<file path="src/hw/icpf_pkg.sv">
// constants and types for the idle colour and pixel format block
package icpf_pkg;

  // =====================================================================
  // command codes, short form (one byte) and 16-bit serial form
  // =====================================================================
  localparam logic [7:0] ICPF_CMD_IDLE_ENTER_B = 8'h39; // idle_enter_cmd
  localparam logic [15:0] ICPF_CMD_IDLE_ENTER_W = 16'h3900;
  localparam logic [7:0] ICPF_CMD_IDLE_EXIT_B = 8'h38; // idle_exit_cmd
  localparam logic [15:0] ICPF_CMD_IDLE_EXIT_W = 16'h3800;
  localparam logic [7:0] ICPF_CMD_PIX_FMT_B = 8'h3a; // pixel_format_cmd
  localparam logic [15:0] ICPF_CMD_PIX_FMT_W = 16'h3a00;

  // =====================================================================
  // interface_pixel_format register
  // =====================================================================
  localparam logic [7:0] ICPF_PIX_FMT_OFFSET = 8'h3a; // command offset
  localparam logic [7:0] ICPF_PIX_FMT_RESET = 8'h70; // 24 bits per pixel
  localparam int ICPF_SEL_LSB = 4; // field rgb_bits_per_pixel_sel lsb
  localparam int ICPF_SEL_MSB = 6; // field msb

  // rgb_bits_per_pixel_sel encodings
  localparam logic [2:0] ICPF_SEL_16BPP = 3'h5;
  localparam logic [2:0] ICPF_SEL_18BPP = 3'h6;
  localparam logic [2:0] ICPF_SEL_24BPP = 3'h7;
  localparam logic [2:0] ICPF_SEL_RESET = 3'h7;

  // =====================================================================
  // buffer and channel sizes
  // =====================================================================
  localparam int ICPF_BUF_DEPTH = 2; // entries in output buffer
  localparam logic [1:0] ICPF_BUF_FULL = 2'h2; // count when full
  localparam logic [7:0] ICPF_CH_ON = 8'hff; // channel fully on
  localparam logic [7:0] ICPF_CH_OFF = 8'h00; // channel fully off

  // command decoder states
  typedef enum logic [0:0] {
    ICPF_ST_CMD,
    ICPF_ST_PARAM
  } icpf_state_e;

endpackage : icpf_pkg

</file>
<file path="src/hw/icpf_top.sv">
// idle colour reduction and interface pixel format for the rgb pixel path
`timescale 1ns/1ps
// Summary of operation
// code 39h or 3900h enters idle, no parameter
// idle-enter command sets reduced colour state
// idle mode uses only each channel msb
// msb one full on, zero full off
// idle-enter while idle changes nothing
// any reset clears idle, full colour
// both commands accepted in every state
// code 3Ah or 3A00h plus one parameter
// stored format decides pixel unpacking
// 101 16bpp, 110 18bpp, 111 24bpp
// format change waits for new frame data
// any reset loads format byte 70h
// code 38h or 3800h leaves idle mode
// format field is bits 6 to 4

module icpf_top
  import icpf_pkg::*;
(
  input wire logic core_clk_i, // 200 mhz core clock
  input wire logic srst_i, // hardware reset, synchronous, active high
  input wire logic sw_reset_i, // software reset pulse from command layer
  input wire logic cmd_valid_i, // command or parameter word present
  input wire logic cmd_is_param_i, // high: parameter byte, low: command code
  input wire logic cmd_spi16_i, // high: 16-bit serial code form
  input wire logic [15:0] cmd_data_i, // parameter and short-form code in low byte, 16-bit code form uses the whole word
  output logic cmd_ready_o, // command path always accepts
  input wire logic pix_valid_i, // incoming pixel word valid
  input wire logic pix_sof_i, // first pixel of newly written frame data
  input wire logic [23:0] pix_data_i, // raw pixel bus
  output logic pix_ready_o, // buffer can take a pixel
  output logic out_valid_o, // converted pixel valid
  input wire logic out_ready_i, // receiver takes pixel
  output logic [7:0] out_red_o, // red channel, 8 bits
  output logic [7:0] out_green_o, // green channel, 8 bits
  output logic [7:0] out_blue_o, // blue channel, 8 bits
  output logic idle_mode_o, // idle colour mode active
  output logic [7:0] pixel_format_o, // stored format byte
  output logic [2:0] active_sel_o // format applied to current frame
);

  // ===================================================================
  // functions
  // ===================================================================

  // match a command in either code form
  function automatic logic cmd_match(input logic spi16, input logic [15:0] data,
                                     input logic [7:0] code_b, input logic [15:0] code_w);
    if (spi16)
    begin
      cmd_match = (data == code_w);
    end
    else
    begin
      cmd_match = (data[7:0] == code_b);
    end
  endfunction : cmd_match

  // widen a 6-bit channel to 8 bits by repeating the top bits
  function automatic logic [7:0] widen6(input logic [5:0] ch);
    widen6 = {ch, ch[5:4]};
  endfunction : widen6

  // widen a 5-bit channel to 8 bits by repeating the top bits
  function automatic logic [7:0] widen5(input logic [4:0] ch);
    widen5 = {ch, ch[4:2]};
  endfunction : widen5

  // collapse a channel to full on or full off from its msb
  function automatic logic [7:0] idle_ch(input logic [7:0] ch);
    if (ch[7])
    begin
      idle_ch = ICPF_CH_ON;
    end
    else
    begin
      idle_ch = ICPF_CH_OFF;
    end
  endfunction : idle_ch

  // ===================================================================
  // command decoder state
  // ===================================================================
  icpf_state_e state_reg; // waiting for command or parameter
  icpf_state_e state_next;
  logic idle_reg; // idle colour mode flag
  logic idle_next;
  logic [7:0] fmt_reg; // interface_pixel_format byte
  logic [7:0] fmt_next;
  logic is_enter; // idle-enter code seen
  logic is_exit; // idle-exit code seen
  logic is_fmt; // pixel-format code seen

  // decode the command codes in both forms
  always_comb
  begin
    is_enter = cmd_match(cmd_spi16_i, cmd_data_i, ICPF_CMD_IDLE_ENTER_B,
                         ICPF_CMD_IDLE_ENTER_W);
    is_exit = cmd_match(cmd_spi16_i, cmd_data_i, ICPF_CMD_IDLE_EXIT_B,
                        ICPF_CMD_IDLE_EXIT_W);
    is_fmt = cmd_match(cmd_spi16_i, cmd_data_i, ICPF_CMD_PIX_FMT_B,
                       ICPF_CMD_PIX_FMT_W);
  end

  // next values of the command state, accepted regardless of display mode
  always_comb
  begin
    state_next = state_reg;
    idle_next = idle_reg;
    fmt_next = fmt_reg;
    if (sw_reset_i)
    begin
      // software reset restores defaults
      state_next = ICPF_ST_CMD;
      idle_next = 1'b0;
      fmt_next = ICPF_PIX_FMT_RESET;
    end
    else if (cmd_valid_i && !cmd_is_param_i)
    begin
      // a command code; any code ends a pending parameter wait
      state_next = ICPF_ST_CMD;
      if (is_enter)
      begin
        idle_next = 1'b1;
      end
      else if (is_exit)
      begin
        idle_next = 1'b0;
      end
      else if (is_fmt)
      begin
        state_next = ICPF_ST_PARAM;
      end
      else
      begin
        // other commands belong to other blocks
        state_next = ICPF_ST_CMD;
      end
    end
    else if (cmd_valid_i && cmd_is_param_i)
    begin
      case (state_reg)
        ICPF_ST_PARAM:
        begin
          // keep only the format field, other bits ignored
          fmt_next = 8'h00;
          fmt_next[ICPF_SEL_MSB:ICPF_SEL_LSB] =
            cmd_data_i[ICPF_SEL_MSB:ICPF_SEL_LSB];
          state_next = ICPF_ST_CMD;
        end
        default:
        begin
          // stray parameter, ignored
          state_next = ICPF_ST_CMD;
        end
      endcase
    end
  end

  // register the command state
  always_ff @(posedge core_clk_i)
  begin
    if (srst_i)
    begin
      state_reg <= ICPF_ST_CMD;
      idle_reg <= 1'b0;
      fmt_reg <= ICPF_PIX_FMT_RESET;
    end
    else
    begin
      state_reg <= state_next;
      idle_reg <= idle_next;
      fmt_reg <= fmt_next;
    end
  end

  // ===================================================================
  // active format, taken over at the start of new frame data
  // ===================================================================
  logic [2:0] act_reg; // format applied to the frame in flight
  logic [2:0] act_next;
  logic [2:0] stored_sel; // field of the stored byte
  logic [2:0] eff_sel; // format for the pixel now accepted
  logic pix_take; // pixel accepted this cycle

  // pick the format for the incoming pixel
  always_comb
  begin
    stored_sel = fmt_reg[ICPF_SEL_MSB:ICPF_SEL_LSB];
    pix_take = pix_valid_i && pix_ready_o;
    eff_sel = act_reg;
    if (pix_take && pix_sof_i)
    begin
      // undefined codes keep the previous format
      if ((stored_sel == ICPF_SEL_16BPP) || (stored_sel == ICPF_SEL_18BPP) ||
          (stored_sel == ICPF_SEL_24BPP))
      begin
        eff_sel = stored_sel;
      end
    end
    act_next = eff_sel;
    if (sw_reset_i)
    begin
      act_next = ICPF_SEL_RESET;
    end
  end

  // register the active format
  always_ff @(posedge core_clk_i)
  begin
    if (srst_i)
    begin
      act_reg <= ICPF_SEL_RESET;
    end
    else
    begin
      act_reg <= act_next;
    end
  end

  // ===================================================================
  // pixel unpacking and idle reduction
  // ===================================================================
  logic [7:0] unp_r; // unpacked red
  logic [7:0] unp_g; // unpacked green
  logic [7:0] unp_b; // unpacked blue
  logic [23:0] conv_pix; // converted pixel for the buffer

  // unpack by format, then reduce to eight colours when idle
  always_comb
  begin
    case (eff_sel)
      ICPF_SEL_16BPP:
      begin
        unp_r = widen5(pix_data_i[15:11]);
        unp_g = widen6(pix_data_i[10:5]);
        unp_b = widen5(pix_data_i[4:0]);
      end
      ICPF_SEL_18BPP:
      begin
        unp_r = widen6(pix_data_i[17:12]);
        unp_g = widen6(pix_data_i[11:6]);
        unp_b = widen6(pix_data_i[5:0]);
      end
      default:
      begin
        // 24 bits per pixel
        unp_r = pix_data_i[23:16];
        unp_g = pix_data_i[15:8];
        unp_b = pix_data_i[7:0];
      end
    endcase
    if (idle_reg)
    begin
      conv_pix = {idle_ch(unp_r), idle_ch(unp_g), idle_ch(unp_b)};
    end
    else
    begin
      conv_pix = {unp_r, unp_g, unp_b};
    end
  end

  // ===================================================================
  // two-entry output buffer
  // ===================================================================
  logic [23:0] buf_reg [ICPF_BUF_DEPTH]; // stored pixels
  logic [23:0] buf_next [ICPF_BUF_DEPTH];
  logic wr_ptr_reg; // write index
  logic wr_ptr_next;
  logic rd_ptr_reg; // read index
  logic rd_ptr_next;
  logic [1:0] cnt_reg; // entries held
  logic [1:0] cnt_next;
  logic pop; // receiver takes head

  // next buffer contents and pointers
  always_comb
  begin
    buf_next = buf_reg;
    wr_ptr_next = wr_ptr_reg;
    rd_ptr_next = rd_ptr_reg;
    pop = out_valid_o && out_ready_i;
    if (pix_take)
    begin
      buf_next[wr_ptr_reg] = conv_pix;
      wr_ptr_next = ~wr_ptr_reg;
    end
    if (pop)
    begin
      rd_ptr_next = ~rd_ptr_reg;
    end
    if (pix_take && !pop)
    begin
      cnt_next = cnt_reg + 2'h1;
    end
    else if (pop && !pix_take)
    begin
      cnt_next = cnt_reg - 2'h1;
    end
    else
    begin
      cnt_next = cnt_reg;
    end
    if (sw_reset_i)
    begin
      // software reset drops queued pixels
      wr_ptr_next = 1'b0;
      rd_ptr_next = 1'b0;
      cnt_next = 2'h0;
    end
  end

  // register the buffer
  always_ff @(posedge core_clk_i)
  begin
    if (srst_i)
    begin
      buf_reg[0] <= 24'h000000;
      buf_reg[1] <= 24'h000000;
      wr_ptr_reg <= 1'b0;
      rd_ptr_reg <= 1'b0;
      cnt_reg <= 2'h0;
    end
    else
    begin
      buf_reg <= buf_next;
      wr_ptr_reg <= wr_ptr_next;
      rd_ptr_reg <= rd_ptr_next;
      cnt_reg <= cnt_next;
    end
  end

  // ===================================================================
  // outputs
  // ===================================================================
  assign cmd_ready_o = 1'b1;
  assign pix_ready_o = (cnt_reg != ICPF_BUF_FULL) && !sw_reset_i;
  assign out_valid_o = (cnt_reg != 2'h0);
  assign out_red_o = buf_reg[rd_ptr_reg][23:16];
  assign out_green_o = buf_reg[rd_ptr_reg][15:8];
  assign out_blue_o = buf_reg[rd_ptr_reg][7:0];
  assign idle_mode_o = idle_reg;
  assign pixel_format_o = fmt_reg;
  assign active_sel_o = act_reg;

endmodule : icpf_top

</file>
<file path="config.mk">
export PLATFORM = sky130hd
export DESIGN_NAME = icpf_top
export DESIGN_NICKNAME = d
export VERILOG_FILES = /design/src/hw/icpf_pkg.sv /design/src/hw/icpf_top.sv
export SDC_FILE = /design/constraint.sdc
export NUM_CORES = 1
export LEC_CHECK = 0
export BUFFER_PORTS_ARGS = -buffer_cell sky130_fd_sc_hd__buf_2
export CAP_MARGIN = 25
export CORE_MARGIN = 2
export CORE_UTILIZATION = 53
export CTS_CLUSTER_SIZE = 14
export DETAILED_ROUTE_END_ITERATION = 6
export MAX_ROUTING_LAYER = met4
export PLACE_DENSITY = 0.88
export RECOVER_POWER = 50
export SETUP_SLACK_MARGIN = 0.4
export SLEW_MARGIN = 20
export SYNTH_ARGS = -nofsm -noshare
export SYNTH_HDL_FRONTEND = slang
export SYNTH_SLANG_ARGS = --single-unit
</file>
<file path="constraint.sdc">
create_clock -name core_clk_i -period 2.6 [get_ports core_clk_i]
set_clock_uncertainty 0.05 [all_clocks]
set_input_delay 0 -clock core_clk_i [delete_from_list [all_inputs] [get_ports core_clk_i]]
set_output_delay 0 -clock core_clk_i [all_outputs]
set_load 0.02 [all_outputs]
</file>
Yosys cells after proc, flatten, opt, wreduce, memory -nomap -nowiden:

Cells that the tools add are included.

* flip-flop bits (word level): 60
* output and inout port bits: 39
* input port bits: 49
* logic and storage cells: 80

* eq/ne operators: 12
* reductions and logical operators: 22
* bitwise operators: 5
* magnitude comparators: 3
* add/subtract/negate cells: 2
* mux-type cells: 27

Operator list (count)
* $mux 24: 5
* $bwmux 48: 1
* $eq 16x14->1 const B: 3
* $pmux 8 s2: 3
* $demux 24 s1: 1
* $eq 8x6->1 const B: 3
* $mux 8: 3
* $eq 3x3->1 const B: 5
* $mux 1: 10
* $logic_and 1x1->1: 9
* $reduce_bool 2->1: 4
* $mux 3: 2
* $ge 2x2->1 const B: 2
* $logic_not 1->1: 4
* $mux 2: 2
* $not 1->2: 2
* $not 1->1: 3
* $reduce_and 3->1: 1
* $add 2x1->2 const B: 1
* $logic_or 1x1->1: 2
* $lt 2x1->1 const B: 1
* $ne 2x2->1 const B: 1
* $reduce_and 2->1: 1
* $reduce_or 2->1: 1
* $sub 2x1->2 const B: 1

Logic depth before layout (Yosys ltp):

* depth after elaboration: 10
* depth in mapped cells: 9
* mapped depth without buffers: 6

Worst setup path before layout:

OpenSTA, ideal clock, no wires.

* path type: register to register
* start: register fmt_reg[5] (netlist: pixel_format_o[5])
* end: register buf_reg[1] (netlist bit)
* slack: 451 ps
* data arrival time: 2004 ps
* cell stages (with the launch flop): 8
* data required time: 2454 ps
* clock period less this slack: 2149 ps
* path buffers: 1
* cells stage by stage: dfxtp_1 o211a_1 nand3_1 a22oi_2 buf_4 nor2_1 o32a_1 o41ai_2

* longest elaborated chain between the ends: 10

RTL lines
* from (decl): line icpf_top.sv:90 `logic [7:0] fmt_reg;`
* from (signal assigned): line icpf_top.sv:175 `fmt_reg <= fmt_next;`
* $eq 3x3->1: line icpf_top.sv:197 `if ((stored_sel == ICPF_SEL_16BPP) || (stored_sel == ICPF_SEL_18BPP) ||`
* $logic_or 1x1->1 (2 in a row): line icpf_top.sv:197
* $mux 3 (*): line icpf_top.sv:197
* $mux 3 (*): line icpf_top.sv:194 `if (pix_take && pix_sof_i)`
* $eq 3x3->1: line icpf_top.sv:234 `case (eff_sel)`
* $pmux 8 s2 (*): line icpf_top.sv:234
* $mux 8: line icpf_top.sv:73 `if (ch[7])`
* $mux 24 (*): line icpf_top.sv:255 `if (idle_reg)`
* $bwmux 48 (*): line icpf_top.sv:287 `buf_next[wr_ptr_reg] = conv_pix;`
* to (signal assigned): line icpf_top.sv:328 `buf_reg <= buf_next;`
* to (decl): line icpf_top.sv:268 `logic [23:0] buf_reg [ICPF_BUF_DEPTH];`

Every way passes the cells marked *; elsewhere a longest branch is shown, timed or not.
A chain may end at the register's enable or synchronous reset.

Worst setup path in the final report:

* start: register fmt_reg[5] (netlist: pixel_format_o[5])
* end: register buf_reg[34] (netlist bit)

Same word-level chain as after synthesis.

==> reports/metrics.yaml <==
status: "finished, final reports clean"
power_density_mw_per_mm2: 502
cts_sinks: 60
setup_tns_ns: 0
insertion_delay_ns: 0.35
max_freq_mhz: 428
final_core_util: 0.682
start_kind: "register"
tightest_slew_ns: 0.945
fin_crit_sh: 0.898
yosysTopAreaCell: "dfxtp_1"
multi_input_area_mm2: 0.00214
diodes: 0
wl_per_cell_um: 17.4
hp-class: "in -> reg"
p_leak_nw: 1.67
grtUsageTotal: 0.293
yosysSeqAreaShare: 0.346
initial_utilization: 0.546
wl_um: 10300
r2r_cells: 7
seq_area_mm2: 0.00121
synth.distinct_cells: 54
hold_viol_final: 0
vias_per_cell: 6.21
hold_path_startpoint: "pix_data_i[1]"
cts_made_buffers: 9
cp_max_fo: 13
synth.area.top_cells: "dfxtp_1, mux2_2, a211oi_1"
ys_async_sr_fraction: 0
layout.nets: 558
drtIter0Drc: 228
cts_buffer_depth: 2
r2r_slack_ns: 0.27
postSynthAreaPerCell_um2: 8.42
n_fill_cell: 491
ys.flop_type: "dfxtp_1"
io_buffers: 81
path_class: "reg -> reg"
period_minus_slack_ns: 2.33
ioPinCount: 88
ant_nets: 0
synth-edff-count: 0
ys_seq_elements: 60
rsz0062_at_grt: "yes"
critPathRequiredTime_ns: 2.75
synth_warnings: 0
synth_area_mm2: 0.00347
grt_pass1_wl_um: 16500
critical_path.startpoint: "pixel_format_o[5]$_SDFFE_PP1P_"
drtPass1Iterations: 4
max_slew_margin: 0.370
holdPathEnd: "buf_reg[3]$_SDFFE_PP0P_"
drive_gt1_frac: 0.275
die_y_um: 84.9
layout_commonest_cell: "nor2_1"
dp_cells: 551
mostFrequentLayoutCells: "nor2_1, dfxtp_1, buf_2"
fp.dieW_um: 84.9
crit_arrival_ns: 2.49
vdd_ir_drop_max_uv: 359
maxCapViolations: 0
r2r-start: "pixel_format_o[5]$_SDFFE_PP1P_"
ctsHtreeMaxLevel: 3
largest_reg_flops: 48
antenna_found_initial: 0
syn_to_final_growth_pct: 24.8
grt_max_degree: 55
cts.clk_slew.worst_paths_ns: 0.08
hold_path_depth: 4
drc: 0
rows: 29
reg2reg_to: "buf_reg[34]$_SDFFE_PP0P_"
grt_pass1_vias: 3412
worst_slack_ns: 0.265
tritoncts: "done"
place.gp.congestion: 0.986
core-area_mm2: 0.00635
vias: 3662
critPathCaptureType: "register"
finalSetupViolCount: 0
final_cells: 590
grt_overflow: 0
die-area_mm2: 0.00721
hpwl_um: 6880
root_buffer: "clkbuf_8"
place_ws_ns: 0.192
finalMaxSlewViolations: 0
synthCells: 412
yosysTopAreaCellShare: 0.346
==> power breakdown <==
group | internal, W | switching, W
logic | 0.000181 | 0.000261
registers | 0.000953 | 0.0000202
clock network | 0.000349 | 0.000407
==> area by class of cell <==
class,instances,area share
Inverter,9,0.00780
Clock inverter,7,0.0121
Clock buffer,9,0.0286
Sequential cell,60,0.280
Tap cell,77,0.0223
Multi-Input combinational cell,310,0.494
Timing Repair Buffer,118,0.155
==> critical path, stage by stage (launching register included) <==
cell and delay (ns):
dfxtp_1 0.42, clkbuf_1 0.54, mux2_2 0.41, o22ai_1 0.13, nor2_1 0.06, o22a_1 0.19
a31oi_1 0.27, a211oi_1 0.11
==> how the worst max path moves through the flow <==
stage | slack, ns | depth (start not counted) | end
after floorplan | 0.45 | 7 | buf_reg[1]$_SDFFE_PP0P_
after global placement | 0.29 | 6 | buf_reg[26]$_SDFFE_PP0P_
after detailed placement | 0.19 | 6 | buf_reg[1]$_SDFFE_PP0P_
after CTS | 0.40 | 7 | buf_reg[1]$_SDFFE_PP0P_
after global routing | 0.19 | 7 | buf_reg[30]$_SDFFE_PP0P_
final | 0.27 | 7 | buf_reg[34]$_SDFFE_PP0P_
==> per-stage QoR <==
step                hold slack (ns)  total power [W]  area [um2]
global route                 0.0731          0.00226        4330
global placement              0.190          0.00139        3920
CTS                          0.0137          0.00217        4300
detailed placement            0.190          0.00140        3920
floorplan                    0.0298          0.00127        3480
finish                       0.0214          0.00217        4330
==> cell usage after synthesis (3+ instances only) <==
cell type / instances
xor2_1: 4
a211o_1: 3
buf_1: 3
o32ai_1: 4
a21oi_1: 23
o22ai_1: 9
mux2i_1: 3
o211ai_1: 8
nor3b_1: 6
nor3_1: 3
nand2b_1: 4
nand2_1: 22
buf_4: 9
nor2_1: 57
o21a_1: 4
nor2b_1: 4
and3_1: 4
a31oi_1: 7
o22a_1: 7
dfxtp_1: 60
nand3_1: 10
o221ai_1: 3
clkbuf_1: 24
or3_1: 9
mux2_2: 28
nand3b_1: 7
o21ai_0: 13
a211oi_1: 30
inv_1: 9
==> per-layer routing <==
metal	part of all wire	vias up	track usage
met3	0.073	32	0.0584
met1	0.42	1728	0.362
met4	0.027	0	0.120
met5	0	-	-
li1	-	1727	-
met2	0.48	175	0.470
==> what timing repair did <==
item | CTS | global route
buffers inserted | 4 | 5
hold buffers | 14 | 0
endpoints found under the hold margin | 11 | 0
resized for setup | 8 | 16
endpoints found under the setup margin | 41 | 44
pin swaps | 2 | 4
==> cells by family after synthesis <==
kind of cell               Yosys count  share of synthesized area
AOI/OAI and AO/OA                  132                      0.279
and+or+nand+nor                    136                      0.198
adders and majority gates            1                    0.00361
xor gates and xnor gates             4                     0.0101
other                                2                    0.00216
DFF                                 60                      0.346
buffers and inverters               46                     0.0617
muxes                               31                     0.0995
Power figures use the tool's default switching activity.
